==> src/aacl_map.svh <==
// Offsets, field codes, reset values and timing counts of the action and count logic
`ifndef AACL_MAP_SVH
`define AACL_MAP_SVH

// Forwarding map width, entries per port, counter width
`define AACL_FWD_W 8
`define AACL_ENTRIES 16
`define AACL_CNT_W 11
`define AACL_TBL_WORDS 64
`define AACL_ADDR_W 12

// Register byte offsets
`define AACL_PORT_STAT_OFS 12'h000
`define AACL_PORT_MASK_OFS 12'h004
`define AACL_GLOB_STAT_OFS 12'h008
`define AACL_GLOB_MASK_OFS 12'h00C
`define AACL_CNT_NOW_OFS 12'h010
`define AACL_TBL_PAGE 4'h1

// Entry word positions inside one 16-byte table slot
`define AACL_WORD_ACTION 2'h0
`define AACL_WORD_MATCH 2'h1
`define AACL_WORD_MAC_LO 2'h2
`define AACL_WORD_MAC_HI 2'h3

// Count mode selection codes
`define AACL_MODE_COUNT 2'h1
`define AACL_ENSEL_COUNT 2'h0

// Reset values and bus responses
`define AACL_RST_WORD 32'h0000_0000
`define AACL_RESP_OKAY 2'h0
`define AACL_RESP_SLVERR 2'h2

// Time base: 125 MHz clock
`define AACL_CLK_PERIOD_NS 8
`define AACL_US_NS 1000
`define AACL_MS_US 1000
`define AACL_US_CYCLES (`AACL_US_NS / `AACL_CLK_PERIOD_NS)
`define AACL_MS_CYCLES_DFLT (`AACL_MS_US * `AACL_US_CYCLES)
`define AACL_PRESC_W 17

`endif

==> src/aacl_pkg.sv <==
// Types shared by the action and count logic
`include "aacl_map.svh"

package aacl_pkg;

    typedef enum logic [1:0] {
        AACL_PM_QOS = 2'h0,
        AACL_PM_RAISE = 2'h1,
        AACL_PM_LOWER = 2'h2,
        AACL_PM_FORCE = 2'h3
    } aacl_prio_mode_t;

    typedef enum logic [1:0] {
        AACL_MAP_KEEP = 2'h0,
        AACL_MAP_OR = 2'h1,
        AACL_MAP_AND = 2'h2,
        AACL_MAP_REPLACE = 2'h3
    } aacl_map_mode_t;

    typedef enum logic {
        AACL_TMO_IDLE = 1'b0,
        AACL_TMO_ARMED = 1'b1
    } aacl_tmo_state_t;

    typedef struct packed {
        logic [7:0] rsvd_hi;
        logic [`AACL_FWD_W-1:0] forward;
        logic [2:0] rsvd_lo;
        logic counter_algorithm;
        logic time_base_select;
        aacl_map_mode_t map_mode;
        logic [2:0] remark_value;
        logic remark_enable;
        logic [2:0] prio;
        aacl_prio_mode_t priority_mode;
    } aacl_action_t;

    typedef struct packed {
        logic [27:0] rsvd;
        logic [1:0] match_enable_select;
        logic [1:0] match_mode;
    } aacl_match_ctl_t;

    typedef struct packed {
        logic [47:0] mac;
        logic [15:0] ethertype;
        logic [2:0] qos_prio;
        logic [2:0] pcp;
        logic [`AACL_FWD_W-1:0] lookup_map;
        logic action_hit;
        logic [3:0] action_idx;
    } aacl_pkt_in_t;

    typedef struct packed {
        logic [2:0] prio;
        logic [2:0] pcp;
        logic [`AACL_FWD_W-1:0] fwd_map;
    } aacl_pkt_out_t;

endpackage : aacl_pkg

==> src/aacl_counter.sv <==
// Count-mode engine: gap timeout or packet count to a terminal value
`include "aacl_map.svh"

module aacl_counter (
    input wire logic aclk,
    input wire logic aresetn,
    input wire logic tick,
    input wire logic qualify,
    input wire logic enable,
    input wire logic algorithm,
    input wire logic [`AACL_CNT_W-1:0] count_value,
    output logic event_pulse,
    output logic [`AACL_CNT_W-1:0] count_now
);

    aacl_pkg::aacl_tmo_state_t state_ff, nxt_state;
    logic [`AACL_CNT_W-1:0] cnt_ff, nxt_cnt;
    logic event_ff, nxt_event;

    wire [`AACL_CNT_W-1:0] cnt_inc = cnt_ff + 11'h001;
    wire tmo_last = (cnt_ff <= 11'h001);

    always_comb begin
        nxt_state = state_ff;
        nxt_cnt = cnt_ff;
        nxt_event = 1'b0;
        if (!enable) begin
            nxt_state = aacl_pkg::AACL_TMO_IDLE;
            nxt_cnt = 11'h000;
        end else if (algorithm) begin
            // Time base ignored here; value 0 wraps through the full range
            nxt_state = aacl_pkg::AACL_TMO_IDLE;
            if (qualify) begin
                if (cnt_inc == count_value) begin
                    nxt_event = 1'b1;
                    nxt_cnt = 11'h000;
                end else begin
                    nxt_cnt = cnt_inc;
                end
            end
        end else if (qualify) begin
            // Reload wins over a tick in the same cycle
            nxt_state = aacl_pkg::AACL_TMO_ARMED;
            nxt_cnt = count_value;
        end else begin
            unique case (state_ff)
                aacl_pkg::AACL_TMO_IDLE: begin
                    nxt_cnt = cnt_ff;
                end
                aacl_pkg::AACL_TMO_ARMED: begin
                    if (tick && tmo_last) begin
                        nxt_event = 1'b1;
                        nxt_cnt = 11'h000;
                        nxt_state = aacl_pkg::AACL_TMO_IDLE;
                    end else if (tick) begin
                        nxt_cnt = cnt_ff - 11'h001;
                    end
                end
            endcase
        end
    end

    always_ff @(posedge aclk) begin
        if (!aresetn) begin
            state_ff <= aacl_pkg::AACL_TMO_IDLE;
            cnt_ff <= 11'h000;
            event_ff <= 1'b0;
        end else begin
            state_ff <= nxt_state;
            cnt_ff <= nxt_cnt;
            event_ff <= nxt_event;
        end
    end

    assign event_pulse = event_ff;
    assign count_now = cnt_ff;
endmodule : aacl_counter

==> src/aacl_top.sv <==
// Access list action stage and count-mode interrupt with an AXI4-Lite register slave
//
// Overview of operation
// Priority mode 00 keeps the QoS priority
// Mode 01 takes entry priority if higher
// Mode 10 takes entry priority if lower
// Mode 11 always takes entry priority
// Remark enable overwrites PCP with remark value
// Map mode 00 keeps lookup map
// Map mode 01 ORs entry map in
// Map mode 10 ANDs entry map in
// Map mode 11 replaces lookup map
// Map bit n means port n+1
// Time base select: 0 microseconds, 1 milliseconds
// Timeout mode loads and decrements 11-bit counter
// Timeout expiry before next packet raises interrupt
// Increment mode counts matched packets, no time base
// Terminal count raises interrupt, counter clears
// Sixteen entries per port, three fields each
// Fields independent except in count mode
// Count mode is mode 01, enable 00
// Count mode qualifies on MAC and EtherType
// Only count events cause interrupts
// Per-port status and mask, plus global level
// Count value is concatenated action bits
// Each qualifying packet reloads the timeout
// Event sets status; output gated by masks
`include "aacl_map.svh"

module aacl_top #(
    parameter int MS_CYCLES = `AACL_MS_CYCLES_DFLT
) (
    input wire logic aclk,
    input wire logic aresetn,
    input wire logic [`AACL_ADDR_W-1:0] s_axi_awaddr,
    input wire logic s_axi_awvalid,
    output logic s_axi_awready,
    input wire logic [31:0] s_axi_wdata,
    input wire logic [3:0] s_axi_wstrb,
    input wire logic s_axi_wvalid,
    output logic s_axi_wready,
    output logic [1:0] s_axi_bresp,
    output logic s_axi_bvalid,
    input wire logic s_axi_bready,
    input wire logic [`AACL_ADDR_W-1:0] s_axi_araddr,
    input wire logic s_axi_arvalid,
    output logic s_axi_arready,
    output logic [31:0] s_axi_rdata,
    output logic [1:0] s_axi_rresp,
    output logic s_axi_rvalid,
    input wire logic s_axi_rready,
    input wire logic pkt_in_valid,
    input wire aacl_pkg::aacl_pkt_in_t pkt_in,
    output logic pkt_out_valid,
    output aacl_pkg::aacl_pkt_out_t pkt_out,
    output logic irq
);

    localparam logic [`AACL_PRESC_W-1:0] US_LIM = `AACL_PRESC_W'(`AACL_US_CYCLES - 1);
    localparam logic [`AACL_PRESC_W-1:0] MS_LIM = `AACL_PRESC_W'(MS_CYCLES - 1);

    function automatic logic aacl_is_count(input logic [31:0] ctl_word);
        aacl_pkg::aacl_match_ctl_t c;
        c = ctl_word;
        return (c.match_mode == `AACL_MODE_COUNT) && (c.match_enable_select == `AACL_ENSEL_COUNT);
    endfunction : aacl_is_count

    function automatic logic aacl_in_tbl(input logic [`AACL_ADDR_W-1:0] a);
        return a[11:8] == `AACL_TBL_PAGE;
    endfunction : aacl_in_tbl

    function automatic logic aacl_mapped(input logic [`AACL_ADDR_W-1:0] a);
        return aacl_in_tbl(a) || a == `AACL_PORT_STAT_OFS || a == `AACL_PORT_MASK_OFS
            || a == `AACL_GLOB_STAT_OFS || a == `AACL_GLOB_MASK_OFS || a == `AACL_CNT_NOW_OFS;
    endfunction : aacl_mapped

    function automatic logic [31:0] aacl_merge(input logic [31:0] old, input logic [31:0] data,
                                               input logic [3:0] strb);
        logic [31:0] r;
        r = old;
        for (int b = 0; b < 4; b++) begin
            if (strb[b]) begin
                r[b*8 +: 8] = data[b*8 +: 8];
            end
        end
        return r;
    endfunction : aacl_merge

    // Bus slave state
    logic aw_ff, w_ff, bvalid_ff, rvalid_ff;
    logic [`AACL_ADDR_W-1:0] aw_addr_ff;
    logic [31:0] w_data_ff, rdata_ff;
    logic [3:0] w_strb_ff;
    logic [1:0] bresp_ff, rresp_ff;

    // Entry table: four words per entry
    logic [31:0] tbl_ff [`AACL_TBL_WORDS];

    // Interrupt and time base state
    logic pstat_ff, pmask_ff, gmask_ff, irq_ff;
    logic [`AACL_PRESC_W-1:0] presc_ff;

    // Packet output state
    logic pkt_out_valid_ff;
    aacl_pkg::aacl_pkt_out_t pkt_out_ff;

    // Write path
    wire aw_take = s_axi_awvalid && s_axi_awready;
    wire w_take = s_axi_wvalid && s_axi_wready;
    wire wr_go = aw_ff && w_ff && !bvalid_ff;
    wire wr_ok = aacl_mapped(aw_addr_ff);
    wire wr_tbl = wr_go && aacl_in_tbl(aw_addr_ff);
    wire wr_pstat = wr_go && aw_addr_ff == `AACL_PORT_STAT_OFS && w_strb_ff[0];
    wire wr_pmask = wr_go && aw_addr_ff == `AACL_PORT_MASK_OFS && w_strb_ff[0];
    wire wr_gmask = wr_go && aw_addr_ff == `AACL_GLOB_MASK_OFS && w_strb_ff[0];
    wire [5:0] wr_idx = aw_addr_ff[7:2];

    assign s_axi_awready = !aw_ff && !bvalid_ff;
    assign s_axi_wready = !w_ff && !bvalid_ff;
    assign s_axi_arready = !rvalid_ff;

    always_ff @(posedge aclk) begin
        if (!aresetn) begin
            aw_ff <= 1'b0;
            w_ff <= 1'b0;
            bvalid_ff <= 1'b0;
            bresp_ff <= `AACL_RESP_OKAY;
            aw_addr_ff <= 12'h000;
            w_data_ff <= `AACL_RST_WORD;
            w_strb_ff <= 4'h0;
        end else begin
            if (aw_take) begin
                aw_ff <= 1'b1;
                aw_addr_ff <= s_axi_awaddr;
            end
            if (w_take) begin
                w_ff <= 1'b1;
                w_data_ff <= s_axi_wdata;
                w_strb_ff <= s_axi_wstrb;
            end
            if (wr_go) begin
                aw_ff <= 1'b0;
                w_ff <= 1'b0;
                bvalid_ff <= 1'b1;
                bresp_ff <= wr_ok ? `AACL_RESP_OKAY : `AACL_RESP_SLVERR;
            end else if (s_axi_bready) begin
                bvalid_ff <= 1'b0;
            end
        end
    end

    always_ff @(posedge aclk) begin
        if (!aresetn) begin
            for (int i = 0; i < `AACL_TBL_WORDS; i++) begin
                tbl_ff[i] <= `AACL_RST_WORD;
            end
        end else if (wr_tbl) begin
            tbl_ff[wr_idx] <= aacl_merge(tbl_ff[wr_idx], w_data_ff, w_strb_ff);
        end
    end

    // Count entry: lowest-numbered entry configured for count mode
    logic [`AACL_ENTRIES-1:0] cm;
    logic [3:0] cnt_idx;
    logic cnt_found;

    genvar g;
    generate
        for (g = 0; g < `AACL_ENTRIES; g++) begin : g_cm
            assign cm[g] = aacl_is_count(tbl_ff[g*4+1]);
        end
    endgenerate

    always_comb begin
        cnt_idx = 4'h0;
        cnt_found = 1'b0;
        for (int i = `AACL_ENTRIES - 1; i >= 0; i--) begin
            if (cm[i]) begin
                cnt_idx = 4'(i);
                cnt_found = 1'b1;
            end
        end
    end

    // Matching and action words of the count entry work together
    aacl_pkg::aacl_action_t cnt_act;
    assign cnt_act = tbl_ff[{cnt_idx, `AACL_WORD_ACTION}];
    wire [47:0] cnt_mac = {tbl_ff[{cnt_idx, `AACL_WORD_MAC_HI}][15:0], tbl_ff[{cnt_idx, `AACL_WORD_MAC_LO}]};
    wire [15:0] cnt_type = tbl_ff[{cnt_idx, `AACL_WORD_MAC_HI}][31:16];
    wire cnt_qualify = pkt_in_valid && cnt_found && pkt_in.mac == cnt_mac && pkt_in.ethertype == cnt_type;
    wire [`AACL_CNT_W-1:0] cnt_value = {cnt_act.priority_mode, cnt_act.prio, cnt_act.remark_enable,
                                        cnt_act.remark_value, cnt_act.map_mode};

    // One prescaler; its limit follows the time base of the count entry
    wire [`AACL_PRESC_W-1:0] presc_lim = cnt_act.time_base_select ? MS_LIM : US_LIM;
    wire tick = presc_ff >= presc_lim;

    always_ff @(posedge aclk) begin
        if (!aresetn) begin
            presc_ff <= 17'h0_0000;
        end else begin
            presc_ff <= tick ? 17'h0_0000 : presc_ff + 17'h0_0001;
        end
    end

    wire cnt_event;
    wire [`AACL_CNT_W-1:0] cnt_now;

    aacl_counter u_counter (
        .aclk(aclk),
        .aresetn(aresetn),
        .tick(tick),
        .qualify(cnt_qualify),
        .enable(cnt_found),
        .algorithm(cnt_act.counter_algorithm),
        .count_value(cnt_value),
        .event_pulse(cnt_event),
        .count_now(cnt_now)
    );

    // Status: a count event in the clearing cycle survives the clear
    wire pstat_clr = wr_pstat && w_data_ff[0];
    wire nxt_pstat = cnt_event || (pstat_ff && !pstat_clr);
    wire gstat = pstat_ff && pmask_ff;

    always_ff @(posedge aclk) begin
        if (!aresetn) begin
            pstat_ff <= 1'b0;
            pmask_ff <= 1'b0;
            gmask_ff <= 1'b0;
            irq_ff <= 1'b0;
        end else begin
            pstat_ff <= nxt_pstat;
            pmask_ff <= wr_pmask ? w_data_ff[0] : pmask_ff;
            gmask_ff <= wr_gmask ? w_data_ff[0] : gmask_ff;
            irq_ff <= gstat && gmask_ff;
        end
    end

    assign irq = irq_ff;

    // Read path
    wire [`AACL_ADDR_W-1:0] ra = s_axi_araddr;
    wire [31:0] rd_word = aacl_in_tbl(ra) ? tbl_ff[ra[7:2]]
                        : (ra == `AACL_PORT_STAT_OFS) ? {31'h0000_0000, pstat_ff}
                        : (ra == `AACL_PORT_MASK_OFS) ? {31'h0000_0000, pmask_ff}
                        : (ra == `AACL_GLOB_STAT_OFS) ? {31'h0000_0000, gstat}
                        : (ra == `AACL_GLOB_MASK_OFS) ? {31'h0000_0000, gmask_ff}
                        : (ra == `AACL_CNT_NOW_OFS) ? {21'h0_0000, cnt_now}
                        : `AACL_RST_WORD;

    always_ff @(posedge aclk) begin
        if (!aresetn) begin
            rvalid_ff <= 1'b0;
            rdata_ff <= `AACL_RST_WORD;
            rresp_ff <= `AACL_RESP_OKAY;
        end else if (s_axi_arvalid && s_axi_arready) begin
            rvalid_ff <= 1'b1;
            rdata_ff <= rd_word;
            rresp_ff <= aacl_mapped(ra) ? `AACL_RESP_OKAY : `AACL_RESP_SLVERR;
        end else if (s_axi_rready) begin
            rvalid_ff <= 1'b0;
        end
    end

    assign s_axi_bvalid = bvalid_ff;
    assign s_axi_bresp = bresp_ff;
    assign s_axi_rvalid = rvalid_ff;
    assign s_axi_rdata = rdata_ff;
    assign s_axi_rresp = rresp_ff;

    // Action stage; a count entry's action word carries counter settings only
    aacl_pkg::aacl_action_t act_sel;
    assign act_sel = tbl_ff[{pkt_in.action_idx, `AACL_WORD_ACTION}];
    wire act_use = pkt_in.action_hit && !aacl_is_count(tbl_ff[{pkt_in.action_idx, `AACL_WORD_MATCH}]);
    logic [2:0] nxt_prio;
    logic [`AACL_FWD_W-1:0] nxt_map;
    wire [2:0] nxt_pcp = (act_use && act_sel.remark_enable) ? act_sel.remark_value : pkt_in.pcp;

    always_comb begin
        nxt_prio = pkt_in.qos_prio;
        if (act_use) begin
            unique case (act_sel.priority_mode)
                aacl_pkg::AACL_PM_QOS: nxt_prio = pkt_in.qos_prio;
                aacl_pkg::AACL_PM_RAISE: nxt_prio = (act_sel.prio > pkt_in.qos_prio) ? act_sel.prio
                                                                                    : pkt_in.qos_prio;
                aacl_pkg::AACL_PM_LOWER: nxt_prio = (act_sel.prio < pkt_in.qos_prio) ? act_sel.prio
                                                                                    : pkt_in.qos_prio;
                aacl_pkg::AACL_PM_FORCE: nxt_prio = act_sel.prio;
            endcase
        end
    end

    // Bit n of each map is switch port n+1
    always_comb begin
        nxt_map = pkt_in.lookup_map;
        if (act_use) begin
            unique case (act_sel.map_mode)
                aacl_pkg::AACL_MAP_KEEP: nxt_map = pkt_in.lookup_map;
                aacl_pkg::AACL_MAP_OR: nxt_map = pkt_in.lookup_map | act_sel.forward;
                aacl_pkg::AACL_MAP_AND: nxt_map = pkt_in.lookup_map & act_sel.forward;
                aacl_pkg::AACL_MAP_REPLACE: nxt_map = act_sel.forward;
            endcase
        end
    end

    always_ff @(posedge aclk) begin
        if (!aresetn) begin
            pkt_out_valid_ff <= 1'b0;
            pkt_out_ff <= '0;
        end else begin
            pkt_out_valid_ff <= pkt_in_valid;
            if (pkt_in_valid) begin
                pkt_out_ff <= '{prio: nxt_prio, pcp: nxt_pcp, fwd_map: nxt_map};
            end
        end
    end

    assign pkt_out_valid = pkt_out_valid_ff;
    assign pkt_out = pkt_out_ff;

    wire act_in = pkt_in_valid && act_use;
endmodule : aacl_top

==> config.mk <==
export PLATFORM = sky130hd
export DESIGN_NAME = aacl_top
export DESIGN_NICKNAME = d
export VERILOG_FILES = /design/src/aacl_pkg.sv /design/src/aacl_counter.sv /design/src/aacl_top.sv
export VERILOG_INCLUDE_DIRS = /design/src /design/src/src
export SDC_FILE = /design/constraint.sdc
export NUM_CORES = 2
export LEC_CHECK = 0
export BUFFER_PORTS_ARGS = -buffer_cell sky130_fd_sc_hd__buf_4
export CAP_MARGIN = 20
export CELL_PAD_IN_SITES_DETAIL_PLACEMENT = 2
export CELL_PAD_IN_SITES_GLOBAL_PLACEMENT = 2
export CORE_MARGIN = 4
export CORE_UTILIZATION = 45
export CTS_CLUSTER_SIZE = 12
export DETAILED_ROUTE_END_ITERATION = 6
export GPL_TIMING_DRIVEN = 1
export PLACE_DENSITY_LB_ADDON = 0.1
export SYNTH_ARGS = -nofsm -noshare
export SYNTH_HDL_FRONTEND = slang
export SYNTH_HIERARCHICAL = 1
export SYNTH_SLANG_ARGS = --single-unit
==> constraint.sdc <==
create_clock -name aclk -period 14.3 [get_ports aclk]
set_input_delay 0.715 -clock aclk [delete_from_list [all_inputs] [get_ports aclk]]
set_output_delay 0.715 -clock aclk [all_outputs]
set_load 0.01 [all_outputs]
=== Word level (Yosys, flattened, before mapping) ===
Memory sizes are Yosys's and may differ from the RTL's.
Index checks and enable logic that the tools add are counted.
Widths: inputs -> output; s select.

* Flip-flop bits (word level): 137
* Memory bits (writable): 2048
* Output and inout bits: 57
* Word-level logic and storage cells: 256
* Memories: 1

{| class="wikitable"
|+ Memory list
! name !! words !! width !! rd ports !! clocked after memory_dff !! wr ports !! line !! text
|-
| tbl_ff || 64 || 32 || 22 || 0 || 64 || aacl_top.sv:97 || <nowiki>logic [31:0] tbl_ff [`AACL_TBL_WORDS];</nowiki>
|}

* Add/sub/neg operators: 3
* Magnitude comparators: 4
* Eq/ne operators: 43
* Muxes and demuxes: 87
* Bitwise operators: 5
* Reduce and logical (&&, ||, !) cells: 91

{| class="wikitable"
|+ Operators with widths
! cell !! count
|-
| $mux 11 || 12
|-
| $mux 8 || 13
|-
| $mux 4 || 17
|-
| $mux 32 || 2
|-
| $eq 12x4->1 const B || 4
|-
| $eq 48x48->1 || 1
|-
| $logic_and 1x1->1 || 41
|-
| $eq 2x1->1 const B || 19
|-
| $logic_not 2->1 || 19
|-
| $mux 1 || 33
|-
| $pmux 8 s4 || 1
|-
| $reduce_or 32->1 || 1
|-
| $eq 12x3->1 const B || 2
|-
| $eq 12x5->1 const B || 2
|-
| $logic_not 12->1 || 2
|-
| $add 17x1->17 const B || 1
|-
| $ge 17x17->1 || 1
|-
| $mux 17 || 1
|-
| $eq 16x16->1 || 1
|-
| $mux 3 || 4
|-
| $ne 3x3->1 const B || 4
|-
| $pmux 3 s4 || 1
|-
| $add 11x1->11 const B || 1
|-
| $eq 11x11->1 || 1
|-
| 21 further kinds || 49
|}

=== Longest topological paths before layout ===
An unclocked memory read counts as a cell.

* Depth after elaboration: 26
* Mapped depth: 27

=== By module ===
The synthesis kept the hierarchy.

{| class="wikitable"
|+ Modules (own cells, without submodules)
! module !! instances !! cells each !! area each (um^2) !! sequential area each (um^2)
|-
| aacl_top || 1 || 8628 || 113802.9 || 63941.3
|-
| aacl_counter || 1 || 209 || 1425.1 || 260.2
|}

=== Worst setup path after synthesis ===
OpenSTA, ideal clock, no wires.

* Path type: register to register
* Start: mem tbl_ff[25][1]
* End: reg u_counter.cnt_ff[3] (netlist: u_counter/count_now[3])
* Library setup time: 128 ps
* Arrival time: 5277 ps
* Data required time: 14172 ps
* Setup slack: 8895 ps
* Stages on the path, launching flop included: 23
* Path buffers: 0
* Period minus slack after synthesis: 5405 ps
* Path through: edfxtp_1 -> nor4b_2 -> nor4_1 -> a221o_1 -> a21oi_4 -> mux2i_1 -> a211oi_1 -> a311o_1 -> o31ai_2 -> inv_1 -> ha_1 -> nand4_1 -> nor3_1 -> a41o_1 -> a31oi_1 -> o22ai_1 -> or4b_4 -> or4_4 -> and2_4 -> a22oi_2 -> nor2_1 -> a221oi_2 -> nor2_1

{| class="wikitable"
|+ RTL lines
! item !! line !! text
|-
| from (decl) || aacl_top.sv:97 ||
|-
| to (signal assigned) || aacl_counter.sv:70 || <nowiki>cnt_ff <= nxt_cnt;</nowiki>
|-
| to (decl) || aacl_counter.sv:17 || <nowiki>logic [`AACL_CNT_W-1:0] cnt_ff, nxt_cnt;</nowiki>
|}

==> results.toml <==
[run_status]
outcome = "completed"

[synth]
avgSynthCellArea_um2 = 13.0
syn-cell-area_um2 = 115000
synthFlopType = "edfxtp_1"
yosysWarnings = 6
async_flop_share_pct = 0
netlist_instances = 8837
ys_ff_latch = 2183
synth_cell_types = 101
seq_area_frac_synth_pct = 55.7
synth_edf_count = 2048

[timing]
relSlewSlack_pct = 15.5
setup_viol = 0
drv_slew = 0
rsz0062_at_grt = "no"
finalCritPeriodShare_pct = 65.1
finalCriticalPeriod_ps = 9310
max_freq_ghz = 0.107
tightestPinTransition_ps = 1230
fin_skew_ps = 72.0
finalHoldViolations = 0
setup_tns_ps = 0

[power_and_ir_drop]
swShare_pct = 28.6
p_leak_nw = 46.6
total_switching_power_mw = 4.77
combPwrFrac_pct = 13.5
p_seq_share_pct = 45.0
p_int_mw = 11.9
irDropWorstVdd_mv = 0.149
powerDensity_nw_per_um2 = 128
p_clk_share_pct = 41.4

[worst_setup_path]
crit_slowest_cell = "a31oi_2"
reg2reg_from = "tbl_ff[21][1]"
crit_fanout = 100
path_buf_inv = 4
critical_path.cell_chain = "or4b_4, a2111oi_4, nand2_4, o21ai_4, buf_12, buf_4, a211oi_1, a211oi_1, a311oi_1, a31oi_2, xor2_1, nor4_1, buf_2, nand4_1, nor4_4, buf_4, nor2b_1, a21oi_1, o21ai_0, a21oi_1, nor2_1"
cp-startpoint = "tbl_ff[21][1]"
cp_top_family = "simple AND/OR/NAND/NOR gates"
arrival_ps = 10150
regToRegSetupSlack_ps = 4990
cp.required_ps = 15140
path_class = "flop to flop"
reg2reg_depth = 21
startpoint_type = "flop"
r2r_end = "u_counter/count_now[5]"
crit_path_end_kind = "flop"
max_stage_delay_ps = 830

[grt]
grt_max_degree = 124
grt_antenna_before_repair = 92
gr-total-overflow = 0
grt_pass1_vias = 88932
grt_first_pass_wirelength_um = 795000
grtUsageTotal_pct = 44.1

[final_layout]
final_core_util_pct = 51.3
final_net_count = 9211
multiInputGateArea_um2 = 48000
drive_gt1_share_pct = 21.3
regArea_um2 = 64300
fillCellCount = 23760
syn2layout_area_growth_pct = 13.3

[routing]
dr.pass1.iters = 6
ant_nets = 0
drc_errors = 0
wl_um = 594000
routedWlPerCell_um = 46.8
num_vias = 90316
viasPerCell = 7.12
drtIter0Drc = 15303

[clocking]
cts_made_buffers = 277
path_clk_slew_ps = 60
worstSkewPairLatency_ps = 970
cts_tree = "yes"
cts-resized-gates = 0
cts_sinks = 2183
cts.htree.levels = 5
clockBufferDepth = 4
cts_root_buf = "clkbuf_16"

[placement]
place.gp.congestion = 1.07
dp_hpwl_um = 425000
port_buffers = 205

[floorplanning]
start_util_pct = 45.3
fp.coreArea_um2 = 254000
std_cell_rows = 185
dieArea_um2 = 264000
ioPinCount = 208
die_height_um = 514
die_x_um = 514

[hold_path]
holdPathEnd = "w_data_ff[17]"
min_from = "s_axi_wdata[17]"
min_path_cells = 3
hold_path_class = "input port to flop"

[run]
drv_cap = 0
[timing repair]
item / CTS / global route
buffers inserted: 0 / 0
hold endpoints to repair: 14 / 1
hold buffers: 14 / 1
[area by class of cell]
type / count / area share, %
sequential: 2183 / 49.3
multi-input combinational: 5881 / 36.7
clock buffer: 371 / 5.81
timing repair buffer: 680 / 3.98
tap: 3366 / 3.23
clock inverter: 112 / 0.777
antenna: 68 / 0.130
inverter: 26 / 0.0786
[per-layer routing]
metal / global-route usage [%] / up-vias / share of wire, %
met3: 13.7 / 1692 / 13
met1: 55.9 / 47894 / 35
met4: 30.1 / 46 / 8.6
met2: 64.7 / 7161 / 43
met5: 0.986 / - / 0.091
li1: - / 33523 / -
[kinds of logic (layout without fill, tap and decap cells)]
logic type,Yosys count,after routing,synth area share (%)
other,1,70,0.00325
AOI/OAI and AO/OA,967,967,5.37
DFF,2183,2183,55.7
muxes,1026,1026,17.5
buffers and inverters,774,1189,2.91
adders and majority gates,11,11,0.119
xor gates and xnor gates,67,67,0.509
and+or+nand+nor,3808,3808,17.9
[through the flow]
step | setup WS, ps | hold slack [ps] | instance area (µm²) | power [mW] | cells
after floorplan | 8900 | 413 | 115000 | 8.57 | 8838
after global routing | 5260 | 5.26 | 130000 | 17.0 | 12632
after detailed placement | 5220 | 448 | 121000 | 9.77 | 12035
after CTS | 5210 | 0.458 | 130000 | 16.6 | 12532
final | 4990 | 14.1 | 131000 | 16.7 | 12687
after global placement | 4780 | 448 | 121000 | 9.70 | 12001
[state kept, by name, indices dropped and copies added (netlist names)]
name                   flops
tbl_ff                  2048
s_axi_rdata               32
w_data_ff                 32
presc_ff                  17
pkt_out                   14
aw_addr_ff                12
u_counter/count_now       11
w_strb_ff                  4
aw_ff                      1
gmask_ff                   1
irq                        1
pkt_out_valid              1
pmask_ff                   1
pstat_ff                   1
s_axi_bresp                1
s_axi_bvalid               1
s_axi_rresp                1
s_axi_rvalid               1
u_counter/event_pulse      1
u_counter/state_ff         1
w_ff                       1
[cells in the mapped netlist (13+ instances only)]
cell	n	area, µm²
a211oi_1	109	818
a21oi_1	181	906
a221oi_1	13	114
a22oi_1	42	315
a311oi_1	20	175
a31oi_1	82	513
a32oi_1	19	166
and2_1	1992	12500
and3_1	85	532
buf_1	98	368
buf_2	60	300
buf_4	30	225
buf_6	25	282
clkbuf_1	529	1990
dfxtp_1	135	2700
edfxtp_1	2048	61500
inv_1	26	97.6
mux2_2	16	180
mux2i_1	223	2230
mux4_2	787	17700
nand2_1	815	3060
nand2b_1	15	93.8
nand3_1	196	981
nand4_1	29	181
nor2_1	435	1630
nor2b_1	19	119
nor3_1	99	495
nor4_1	32	200
o211a_1	16	160
o21ai_0	309	1550
o221ai_1	16	140
o22ai_1	58	363
xnor2_1	40	350
xor2_1	27	236
[power groups by stage]
stage,clock network (mW),registers (mW),logic [mW]
3_5_place_dp,0,7.63,2.14
2_1_floorplan,0,7.38,1.19
6_report,6.93,7.53,2.26
3_3_place_gp,0,7.62,2.08
4_1_cts,6.92,7.50,2.15
5_1_grt,7.20,7.52,2.26
[layout by cell type, fill, tap and decap left out, types with 18 or more instances in the layout]
cell type	instances
and3_1	85
xnor2_1	40
nor2_1	426
nand2_1	798
a22oi_1	42
o21ai_0	294
mux2i_1	222
o21ai_1	18
a21oi_1	180
inv_1	24
a31oi_1	80
clkbuf_16	285
a211oi_1	109
a311oi_1	20
buf_4	542
edfxtp_1	2048
clkbuf_4	23
clkbuf_1	73
dfxtp_4	21
xor2_1	27
nor3_1	97
mux4_2	787
o22ai_1	58
a32oi_1	19
diode_2	68
nor4_1	27
bufinv_16	18
nand4_1	29
clkinv_1	45
buf_2	62
and2_1	1991
clkinv_2	36
nand3_1	196
dfxtp_1	104
nor2b_1	19
[worst min-delay path, delay by kind of cell]
family | cells | cell delay (ps)
AOI/OAI and AO/OA | 1 | 50
and+or+nand+nor | 1 | 50
buffers and inverters | 1 | 110
[worst max path at each step]
stage / end / slack, ps / depth (start not counted)
final: u_counter/count_now[5] / 4990 / 21
after global routing: u_counter/count_now[7] / 5260 / 24
after global placement: u_counter/count_now[7] / 4780 / 20
after detailed placement: u_counter/count_now[5] / 5220 / 20
after floorplan: u_counter/count_now[3] / 8900 / 22
after CTS: u_counter/count_now[7] / 5210 / 20
Power figures use the tool's default switching activity.
